$ cat src/verilog/pma_pkg.sv
`default_nettype none
package pma_pkg;
    localparam int NCH = 4;
    localparam logic [7:0] ADDR_CTRL = 8'h00;
    localparam logic [7:0] ADDR_TIME = 8'h04;
    localparam logic [7:0] ADDR_INPUT = 8'h08;
    localparam logic [7:0] ADDR_STAT = 8'h0C;
    localparam logic [7:0] ADDR_OCC = 8'h10;
    localparam logic [31:0] CTRL_RST = 32'h0000_0000;
    localparam logic [15:0] TIME_RST = 16'h0064;
    localparam int TICK_NS = 1000000;
    localparam int CLK_NS = 100;
    localparam int TICK_CYC = TICK_NS / CLK_NS;
    typedef enum logic [1:0] {
        PMA_COMFORT = 2'b00,
        PMA_STANDBY = 2'b01,
        PMA_ECONOMY = 2'b10,
        PMA_PROTECT = 2'b11
    } pma_mode_t;
    typedef enum logic [1:0] {
        PMA_HND_OFF = 2'b00,
        PMA_HND_EXT = 2'b01,
        PMA_HND_LIM = 2'b10,
        PMA_HND_BOTH = 2'b11
    } pma_hnd_t;
endpackage
`default_nettype wire

$ cat src/verilog/pma_chan_if.sv
`timescale 1ns/1ps
`default_nettype none
interface pma_chan_if;
    logic occ;
    logic tick;
    logic enable;
    logic [1:0] handling;
    logic [1:0] atten;
    logic [1:0] sched;
    logic [15:0] limit;
    logic [1:0] mode;
    modport top (output occ, tick, enable, handling, atten, sched, limit, input mode);
    modport chan (input occ, tick, enable, handling, atten, sched, limit, output mode);
endinterface
`default_nettype wire

$ cat src/verilog/pma_top.sv
`timescale 1ns/1ps
`default_nettype none
// Summary of operation
// - Each of four channels takes two one-bit occupancy inputs following the sensors.
// - Non-inverted polarity reads an open contact as vacant and closed as occupied.
// - Inverted polarity reads an open contact as occupied and closed as vacant.
// - Handling is selectable as comfort extension, comfort limitation or both.
// - Extension holds comfort while occupied even when the schedule drops it.
// - Extension keeps comfort through short vacancy and follows the schedule once it is long.
// - Occupancy seen outside comfort changes nothing until the next scheduled comfort.
// - Limitation drops comfort to an attenuated mode after vacancy longer than a set time.
// - The attenuated mode is its own setting, independent of the schedule.
// - A supervisor forced mode beats any occupancy-derived mode.
// - An open window forces building protection over every other source.
// - Occupancy handling works only when the integrated controller is configured.
// - Closing a channel's window restores the mode that would otherwise be in effect on that channel.
module pma_top #(
    parameter int NCH = pma_pkg::NCH,
    parameter int TICK_CYC = pma_pkg::TICK_CYC
) (
    input wire logic pclk,
    input wire logic presetn,
    input wire logic psel,
    input wire logic penable,
    input wire logic pwrite,
    input wire logic [7:0] paddr,
    input wire logic [31:0] pwdata,
    output logic [31:0] prdata,
    output logic pready,
    output logic pslverr,
    input wire logic [2*NCH-1:0] occupancy_in,
    input wire logic [NCH-1:0] window_open,
    output logic [2*NCH-1:0] mode_out
);
    // CTRL: [0] controller enable, [8+2i] invert pair, per channel handling at [16+2i],
    // attenuation at [24+2i]
    logic [31:0] ctrl_r;
    logic [31:0] ctrl_nxt;
    logic [15:0] time_r;
    logic [15:0] time_nxt;
    // INPUT: schedule [2i+1:2i], forced mode [8+2i+1:8+2i], force valid [16+i]
    logic [31:0] inp_r;
    logic [31:0] inp_nxt;
    logic [31:0] rdata_r;
    logic [31:0] rdata_nxt;
    logic [2*NCH-1:0] s1_r;
    logic [2*NCH-1:0] s2_r;
    logic [2*NCH-1:0] s3_r;
    logic [2*NCH-1:0] occ_pin_r;
    logic [2*NCH-1:0] occ_pin_nxt;
    logic [NCH-1:0] w1_r;
    logic [NCH-1:0] w2_r;
    logic [NCH-1:0] w3_r;
    logic [NCH-1:0] win_r;
    logic [NCH-1:0] win_nxt;
    logic [23:0] tcnt_r;
    logic [23:0] tcnt_nxt;
    logic tick;
    logic [NCH-1:0] occ;
    logic [2*NCH-1:0] ch_mode;
    logic [2*NCH-1:0] out_r;
    logic [2*NCH-1:0] out_nxt;
    logic wr;
    logic rd;
    logic bad;

    always_comb begin
        wr = psel && penable && pwrite;
        rd = psel && !penable && !pwrite;
        bad = !(paddr == pma_pkg::ADDR_CTRL || paddr == pma_pkg::ADDR_TIME
            || paddr == pma_pkg::ADDR_INPUT || paddr == pma_pkg::ADDR_STAT
            || paddr == pma_pkg::ADDR_OCC) || paddr[1:0] != 2'b00;
        ctrl_nxt = ctrl_r;
        time_nxt = time_r;
        inp_nxt = inp_r;
        if (wr && !bad) begin
            unique case (paddr)
                pma_pkg::ADDR_CTRL: ctrl_nxt = pwdata;
                pma_pkg::ADDR_TIME: time_nxt = pwdata[15:0];
                pma_pkg::ADDR_INPUT: inp_nxt = pwdata;
                default: ;
            endcase
        end
        rdata_nxt = rdata_r;
        if (rd) begin
            unique case (paddr)
                pma_pkg::ADDR_CTRL: rdata_nxt = ctrl_r;
                pma_pkg::ADDR_TIME: rdata_nxt = {16'h0000, time_r};
                pma_pkg::ADDR_INPUT: rdata_nxt = inp_r;
                pma_pkg::ADDR_STAT: rdata_nxt = {24'h000000, out_r};
                pma_pkg::ADDR_OCC: rdata_nxt = {20'h00000, win_r, 4'h0, occ};
                default: rdata_nxt = 32'h0000_0000;
            endcase
        end
    end

    assign pready = 1'b1;
    assign pslverr = psel && penable && bad;
    assign prdata = rdata_r;

    // Millisecond tick for the vacancy timers
    always_comb begin
        tick = tcnt_r == 24'(TICK_CYC - 1);
        tcnt_nxt = tick ? 24'h000000 : tcnt_r + 24'h000001;
    end

    // Pin change counts only once two later stages agree
    always_comb begin
        occ_pin_nxt = occ_pin_r;
        win_nxt = win_r;
        for (int i = 0; i < 2*NCH; i++) begin
            if (s2_r[i] == s3_r[i]) begin
                occ_pin_nxt[i] = s3_r[i];
            end
        end
        for (int i = 0; i < NCH; i++) begin
            if (w2_r[i] == w3_r[i]) begin
                win_nxt[i] = w3_r[i];
            end
        end
    end

    always_comb begin
        for (int i = 0; i < NCH; i++) begin
            // Closed contact reads 1; invert flips the sense per pair
            occ[i] = (occ_pin_r[2*i] ^ ctrl_r[8+2*i])
                || (occ_pin_r[2*i+1] ^ ctrl_r[8+2*i]);
        end
    end

    genvar g;
    generate
        for (g = 0; g < NCH; g++) begin : gch
            pma_chan_if cif ();
            assign cif.occ = occ[g];
            assign cif.tick = tick;
            assign cif.enable = ctrl_r[0];
            assign cif.handling = ctrl_r[16+2*g +: 2];
            assign cif.atten = ctrl_r[24+2*g +: 2];
            assign cif.sched = inp_r[2*g +: 2];
            assign cif.limit = time_r;
            assign ch_mode[2*g +: 2] = cif.mode;
            pma_chan u_chan (
                .pclk(pclk),
                .presetn(presetn),
                .c(cif.chan)
            );
        end
    endgenerate

    // Window first, then supervisor, then occupancy result; nothing stored across protection
    always_comb begin
        for (int i = 0; i < NCH; i++) begin
            if (win_r[i]) begin
                out_nxt[2*i +: 2] = pma_pkg::PMA_PROTECT;
            end else if (inp_r[16+i]) begin
                out_nxt[2*i +: 2] = inp_r[8+2*i +: 2];
            end else begin
                out_nxt[2*i +: 2] = ch_mode[2*i +: 2];
            end
        end
    end

    always_ff @(posedge pclk or negedge presetn) begin
        if (!presetn) begin
            ctrl_r <= pma_pkg::CTRL_RST;
            time_r <= pma_pkg::TIME_RST;
            inp_r <= 32'h0000_0000;
            rdata_r <= 32'h0000_0000;
            s1_r <= '0;
            s2_r <= '0;
            s3_r <= '0;
            occ_pin_r <= '0;
            w1_r <= '0;
            w2_r <= '0;
            w3_r <= '0;
            win_r <= '0;
            tcnt_r <= 24'h000000;
            out_r <= '0;
        end else begin
            ctrl_r <= ctrl_nxt;
            time_r <= time_nxt;
            inp_r <= inp_nxt;
            rdata_r <= rdata_nxt;
            s1_r <= occupancy_in;
            s2_r <= s1_r;
            s3_r <= s2_r;
            occ_pin_r <= occ_pin_nxt;
            w1_r <= window_open;
            w2_r <= w1_r;
            w3_r <= w2_r;
            win_r <= win_nxt;
            tcnt_r <= tcnt_nxt;
            out_r <= out_nxt;
        end
    end

    assign mode_out = out_r;

    property p_window;
        @(posedge pclk) disable iff (!presetn)
        win_r[0] |=> mode_out[1:0] == pma_pkg::PMA_PROTECT;
    endproperty
    a_window: assert property (p_window) else $error("window not protecting");

    property p_force;
        @(posedge pclk) disable iff (!presetn)
        (!win_r[0] && inp_r[16]) |=> mode_out[1:0] == $past(inp_r[9:8]);
    endproperty
    a_force: assert property (p_force) else $error("forced mode ignored");

    property p_restore;
        @(posedge pclk) disable iff (!presetn)
        ($fell(win_r[0]) && !inp_r[16]) |=> mode_out[1:0] == $past(ch_mode[1:0]);
    endproperty
    a_restore: assert property (p_restore) else $error("mode not restored");

    property p_occ;
        @(posedge pclk) disable iff (!presetn)
        occ[0] == ((occ_pin_r[0] || occ_pin_r[1]) ^ ctrl_r[8])
            || (occ_pin_r[0] != occ_pin_r[1]);
    endproperty
    a_occ: assert property (p_occ) else $error("occupancy mismatch");

    property p_sync;
        @(posedge pclk) disable iff (!presetn)
        (s2_r[0] == s3_r[0]) |=> occ_pin_r[0] == $past(s3_r[0]);
    endproperty
    a_sync: assert property (p_sync) else $error("input not taken");

    property p_wr_ctrl;
        @(posedge pclk) disable iff (!presetn)
        (psel && penable && pwrite && paddr == pma_pkg::ADDR_CTRL) |=> ctrl_r == $past(pwdata);
    endproperty
    a_wr_ctrl: assert property (p_wr_ctrl) else $error("control write lost");

    property p_wr_time;
        @(posedge pclk) disable iff (!presetn)
        (psel && penable && pwrite && paddr == pma_pkg::ADDR_TIME)
            |=> time_r == $past(pwdata[15:0]);
    endproperty
    a_wr_time: assert property (p_wr_time) else $error("time write lost");

    property p_wr_input;
        @(posedge pclk) disable iff (!presetn)
        (psel && penable && pwrite && paddr == pma_pkg::ADDR_INPUT) |=> inp_r == $past(pwdata);
    endproperty
    a_wr_input: assert property (p_wr_input) else $error("input write lost");

    // A refused write must leave every setting alone
    property p_wr_bad;
        @(posedge pclk) disable iff (!presetn)
        (psel && penable && pwrite && pslverr) |=> ctrl_r == $past(ctrl_r)
            && time_r == $past(time_r) && inp_r == $past(inp_r);
    endproperty
    a_wr_bad: assert property (p_wr_bad) else $error("refused write changed state");

    property p_rd_stat;
        @(posedge pclk) disable iff (!presetn)
        (psel && !penable && !pwrite && paddr == pma_pkg::ADDR_STAT)
            |=> prdata == {24'h000000, $past(mode_out)};
    endproperty
    a_rd_stat: assert property (p_rd_stat) else $error("status read wrong");

    property p_rd_keep;
        @(posedge pclk) disable iff (!presetn)
        !(psel && !penable && !pwrite) |=> $stable(prdata);
    endproperty
    a_rd_keep: assert property (p_rd_keep) else $error("read data moved");

    // Only valid while the tick divider is longer than one cycle
    property p_tick_gap;
        @(posedge pclk) disable iff (!presetn)
        tick |=> !tick;
    endproperty
    a_tick_gap: assert property (p_tick_gap) else $error("tick too frequent");

    property p_win_sync;
        @(posedge pclk) disable iff (!presetn)
        (w2_r[0] == w3_r[0]) |=> win_r[0] == $past(w3_r[0]);
    endproperty
    a_win_sync: assert property (p_win_sync) else $error("window not taken");

    property p_pin_hold;
        @(posedge pclk) disable iff (!presetn)
        (s2_r[0] != s3_r[0]) |=> occ_pin_r[0] == $past(occ_pin_r[0]);
    endproperty
    a_pin_hold: assert property (p_pin_hold) else $error("unsettled pin taken");

    property p_follow;
        @(posedge pclk) disable iff (!presetn)
        (!win_r[0] && !inp_r[16]) |=> mode_out[1:0] == $past(ch_mode[1:0]);
    endproperty
    a_follow: assert property (p_follow) else $error("occupancy mode not passed");

    property p_window3;
        @(posedge pclk) disable iff (!presetn)
        win_r[3] |=> mode_out[7:6] == pma_pkg::PMA_PROTECT;
    endproperty
    a_window3: assert property (p_window3) else $error("last window not protecting");

    property p_force3;
        @(posedge pclk) disable iff (!presetn)
        (!win_r[3] && inp_r[19]) |=> mode_out[7:6] == $past(inp_r[15:14]);
    endproperty
    a_force3: assert property (p_force3) else $error("last forced mode ignored");

    c_win: cover property (@(posedge pclk) disable iff (!presetn) $fell(win_r[0]));
    c_force: cover property (@(posedge pclk) disable iff (!presetn) inp_r[16] && !win_r[0]);
endmodule
`default_nettype wire

$ cat src/verilog/pma_chan.sv
`timescale 1ns/1ps
`default_nettype none
module pma_chan (
    input wire logic pclk,
    input wire logic presetn,
    pma_chan_if.chan c
);
    logic hold_r;
    logic hold_nxt;
    logic lim_r;
    logic lim_nxt;
    logic [15:0] vac_r;
    logic [15:0] vac_nxt;
    logic [1:0] mode_r;
    logic [1:0] mode_nxt;
    logic ext_on;
    logic lim_on;
    logic expired;

    always_comb begin
        ext_on = c.enable && (c.handling == pma_pkg::PMA_HND_EXT
            || c.handling == pma_pkg::PMA_HND_BOTH);
        lim_on = c.enable && (c.handling == pma_pkg::PMA_HND_LIM
            || c.handling == pma_pkg::PMA_HND_BOTH);
        expired = vac_r >= c.limit;
        vac_nxt = vac_r;
        if (c.occ || mode_r != pma_pkg::PMA_COMFORT) begin
            vac_nxt = '0;
        end else if (c.tick && !expired) begin
            vac_nxt = vac_r + 16'h0001;
        end
        hold_nxt = hold_r;
        lim_nxt = lim_r;
        // Extension only latches while comfort is already running
        if (!ext_on || c.sched == pma_pkg::PMA_COMFORT) begin
            hold_nxt = 1'b0;
        end else if (mode_r == pma_pkg::PMA_COMFORT && c.occ && !expired) begin
            hold_nxt = 1'b1;
        end else if (expired && !c.occ) begin
            hold_nxt = 1'b0;
        end
        // Limitation cleared only when the schedule leaves comfort or limitation is switched off
        if (!lim_on || c.sched != pma_pkg::PMA_COMFORT) begin
            lim_nxt = 1'b0;
        end else if (mode_r == pma_pkg::PMA_COMFORT && !c.occ && expired) begin
            lim_nxt = 1'b1;
        end
        if (lim_nxt) begin
            mode_nxt = c.atten;
        end else if (hold_nxt) begin
            mode_nxt = pma_pkg::PMA_COMFORT;
        end else begin
            mode_nxt = c.sched;
        end
    end

    always_ff @(posedge pclk or negedge presetn) begin
        if (!presetn) begin
            hold_r <= 1'b0;
            lim_r <= 1'b0;
            vac_r <= '0;
            mode_r <= pma_pkg::PMA_COMFORT;
        end else begin
            hold_r <= hold_nxt;
            lim_r <= lim_nxt;
            vac_r <= vac_nxt;
            mode_r <= mode_nxt;
        end
    end

    assign c.mode = mode_r;

    property p_lim_atten;
        @(posedge pclk) disable iff (!presetn)
        lim_r |-> mode_r == $past(c.atten);
    endproperty
    a_lim_atten: assert property (p_lim_atten) else $error("limited mode not attenuated");

    property p_hold_comfort;
        @(posedge pclk) disable iff (!presetn)
        (hold_r && !lim_r) |-> mode_r == pma_pkg::PMA_COMFORT;
    endproperty
    a_hold_comfort: assert property (p_hold_comfort) else $error("hold lost comfort");

    property p_no_start_hold;
        @(posedge pclk) disable iff (!presetn)
        ($past(mode_r) != pma_pkg::PMA_COMFORT && !$past(hold_r)) |-> !hold_r;
    endproperty
    a_no_start_hold: assert property (p_no_start_hold) else $error("hold from non comfort");

    property p_disabled;
        @(posedge pclk) disable iff (!presetn)
        !c.enable |=> !hold_r && !lim_r;
    endproperty
    a_disabled: assert property (p_disabled) else $error("occupancy active while off");

    c_hold: cover property (@(posedge pclk) disable iff (!presetn) hold_r ##1 !hold_r);
    c_lim: cover property (@(posedge pclk) disable iff (!presetn) $rose(lim_r));
endmodule
`default_nettype wire

$ cat config.mk
export PLATFORM = sky130hd
export DESIGN_NAME = pma_top
export DESIGN_NICKNAME = d
export VERILOG_FILES = /design/src/verilog/pma_pkg.sv /design/src/verilog/pma_chan_if.sv /design/src/verilog/pma_top.sv /design/src/verilog/pma_chan.sv
export SDC_FILE = /design/constraint.sdc
export NUM_CORES = 1
export LEC_CHECK = 0
export BUFFER_PORTS_ARGS = -buffer_cell sky130_fd_sc_hd__buf_4
export CAP_MARGIN = 20
export CORE_MARGIN = 5
export CORE_UTILIZATION = 50
export DETAILED_ROUTE_END_ITERATION = 12
export GPL_TIMING_DRIVEN = 0
export PLACE_DENSITY = 0.7
export SLEW_MARGIN = 20
export SYNTH_ARGS = -nofsm -noshare
export SYNTH_HDL_FRONTEND = slang
export SYNTH_HIERARCHICAL = 1
export SYNTH_SLANG_ARGS = --single-unit
export TNS_END_PERCENT = 20
$ cat constraint.sdc
create_clock -name pclk -period 2.81 [get_ports pclk]
set_input_delay 0.562 -clock pclk [delete_from_list [all_inputs] [get_ports pclk]]
set_output_delay 0.562 -clock pclk [all_outputs]
set_load 0.02 [all_outputs]
==> impl_results.md <==
- Status: finished clean
- Core ar.: 0.0268 mm2
- CP cell instances: nor4b_1 > nand4_1 > buf_4 > nor3_4 > buf_12 > nand3_1 > a211oi_4 > nand2_2 > or3_1 > a21oi_1
- Slew Limit Headroom: 0.382
- RSZ-0062 raised after global routing: yes
- Syn avg cell area: 11.4 um2
- Sequential area share after synthesis: 0.503
- Fill cells: 2096
- Slew Viols, Final: 0
- Vias in the first global route: 9985
- Hold Path Depth: 1
- Post-placement cell area: 0.0148 mm2
- Setup CP Type: reg -> reg
- Final setup viols: 0
- Delay-heaviest family, CP: simple AND/OR/NAND/NOR gates
- Synth Warn #: 6
- Die ar.: 0.0305 mm2
- Die height: 175 um
- CP endpoint kind: register
- Buffers and inverters on the worst path: 2
- Final WS setup: 89.0 ps
- GP Congestion: 0.855
- Leakage power: 0.00727 uW
- Pwr dens: 549 mW/mm2
- Ports: 99
- Met1 usage: 0.312
- Clk network pwr share: 0.475
- Met2 usage in global routing: 0.365
- Hold Path Class: in -> reg
- Fin area: 0.0161 mm2
- Logic pwr share: 0.066
- Post-synth top flop: dfrtp_1
- Post-Place Setup Slack: -738 ps
- Post-Syn Area: 0.0135 mm2
- CTS tree: yes
- Maximum clock insertion buffer count: 3
- R2R Setup Slk: 90 ps
- NetSw: 2050 uW
- Num rows: 60
- Most frequent cells in the layout: dfrtp_1, buf_4, nand2_1
- Clk_lat worst skew: 550 ps
- H-tree Lvls: 1
- RR Startpoint: tcnt_r[17]
- M3 GR Usage: 0.0378
- Largest net degree at the start of global routing: 83
- RR Endpoint: gch[3].u_chan/vac_r[13]
- Net Sw Frac: 0.231
- Reg clk slew, reported paths: 60 ps
- Post-Route WL: 34200 um
- Most Crowded Layer GR: met2
- Remaining routing DRC violations: 0
- Area delta synth->final: 19.2%
- Synth cell types: 63
- Gr ovfl total: 0
- Clock skew: 13.4 ps
- Wire per inst: 20.1 um
- Vias/cell: 5.76
- CP max FO: 7
- Initial core utilization: 0.505
- Worst-margin pin slew: 918 ps
- Initial antenna violation count: 0
- Antenna cells: 0
- Num CTS Buffers: 30
- Vias: 9804
- IO buf count: 96
- R2r worst-path depth: 10
- Max frequency: 368 MHz
- Chip width: 175 um
- Hold Startpoint: window_open[0]
- Min-Delay Endpoint: w1_r[0]
- CTS Sinks: 272
- Layout cells sized above 1: 0.235
- Syn_nets: 1315
- Final period util: 0.968
- DP HPWL: 24700 um
- Final Hold Violating Endpoints: 0
- All-Layer GR Usage: 0.224
- Pre-Repair DR Iteration Count: 5
- Final ANT Viol Nets: 0
- Footprint of the multi-input gates: 0.00639 mm2
- Layout Nets: 1464
- Most common cell after layout, fill and taps aside: dfrtp_1
- Critical path arrival: 3190 ps
- DRT iter0 DRCs: 635
- CP max stage delay: 460 ps
- Min Clock Period, post-route: 2720 ps
- Max-cap violations: 0
- Clock Tree Root: clkbuf_16
- Post-synth ARST share: 1.00
- Slowest cell on crit path: nor4b_1
- CP Data Required Time: 3280 ps
- Worst vdd ir: 0.474 mV
- First-pass GRT wire length: 55100 um
- P_int: 6820 uW
- Register area: 0.00681 mm2
- CP startpoint kind: register
- Flops & latches, synth: 272
- Mapped Cells: 1189
- Post-synth EDFFs: 0
- Sequential share of power: 0.459
area by class of cell:
| cell class | instances | area share |
|---|---|---|
| Timing Repair Buffer | 116 | 0.0591 |
| Multi-Input combinational cell | 817 | 0.396 |
| Clock buffer | 38 | 0.0528 |
| Buffer | 31 | 0.0131 |
| Clock inverter | 17 | 0.0138 |
| Tap cell | 341 | 0.0264 |
| Inverter | 70 | 0.0163 |
| Sequential cell | 272 | 0.422 |
registers in the layout (all words and copies together) (netlist names), 8 cells and up:
signal and cells:
ctrl_r 32, gch.cif.limit 16, gch.u_chan/c.mode 8, gch.u_chan/vac_r 64, inp_r 32, mode_out 8
occ_pin_r 8, prdata 32, s1_r 8, s2_r 8, s3_r 8, tcnt_r 24
worst max path at each step:
stage	start	endpoint	slack, ps	cells after the start
floorplan	tcnt_r[0]	gch[0].u_chan/vac_r[13]	80	9
global placement	presetn	s1_r[4]	-1150	1
detailed placement	tcnt_r[0]	gch[3].u_chan/vac_r[10]	-740	9
CTS	tcnt_r[0]	gch[2].u_chan/vac_r[15]	20	11
global route	tcnt_r[0]	gch[1].u_chan/vac_r[9]	-40	10
finish	tcnt_r[17]	gch[3].u_chan/vac_r[13]	90	10
power by group through the flow:
stage          Clock (uW)  Sequential (uW)  Combinational, uW
6_report             4210             4070                586
5_1_grt              4470             4070                645
4_1_cts              4280             4070                590
3_5_place_dp            0             4140                583
3_3_place_gp            0             4140                559
2_1_floorplan           0             4120                280
cell families after synthesis:
logic type / count (synthesis) / share of synthesized area
and+or+nand+nor: 385 / 0.157
buffers and inverters: 101 / 0.0350
DFF: 272 / 0.503
xor gates and xnor gates: 74 / 0.0479
AOI/OAI and AO/OA: 175 / 0.0956
other: 1 / 0.000277
muxes: 100 / 0.0885
adders and majority gates: 81 / 0.0726
per-stage QoR:
stage	power [uW]	hold WS [ps]	TNS [ps]	instances	util
2_1_floorplan	4400	266	0	1189	-
3_3_place_gp	4700	331	-333860	1626	0.548
3_5_place_dp	4720	336	-32690	1629	0.552
4_1_cts	8940	100	0	1691	0.597
5_1_grt	9180	96.9	-217	1702	0.602
6_report	8860	116	0	1702	0.602
layer usage:
layer	wire [um]	vias to the layer above	share of wire
met3	1930	63	0.057
met2	16000	286	0.47
met5	0	-	0
met1	15200	4884	0.45
li1	-	4571	-
met4	1000	0	0.029
timing repair:
action,in CTS,in global routing
setup endpoints to repair,64,57
hold endpoints to repair,45,0
hold buffers,1,0
gates resized for setup,11,9
pin swaps,2,6
cloned,1,0
setup buffers,5,11
Yosys cell counts, types with 16 or more instances:
master	count	share of area
and2_1	25	0.012
o21ai_0	30	0.011
xor2_1	34	0.022
xnor2_1	40	0.026
dfrtp_1	269	0.50
inv_1	70	0.019
a21oi_1	34	0.013
nand4_1	46	0.021
nand3_1	54	0.020
mux2_2	77	0.064
nor3_1	19	0.0070
a22oi_1	16	0.0089
ha_1	69	0.064
nand2_1	79	0.022
nor2_1	69	0.019
(Power assumes the default switching activity.)
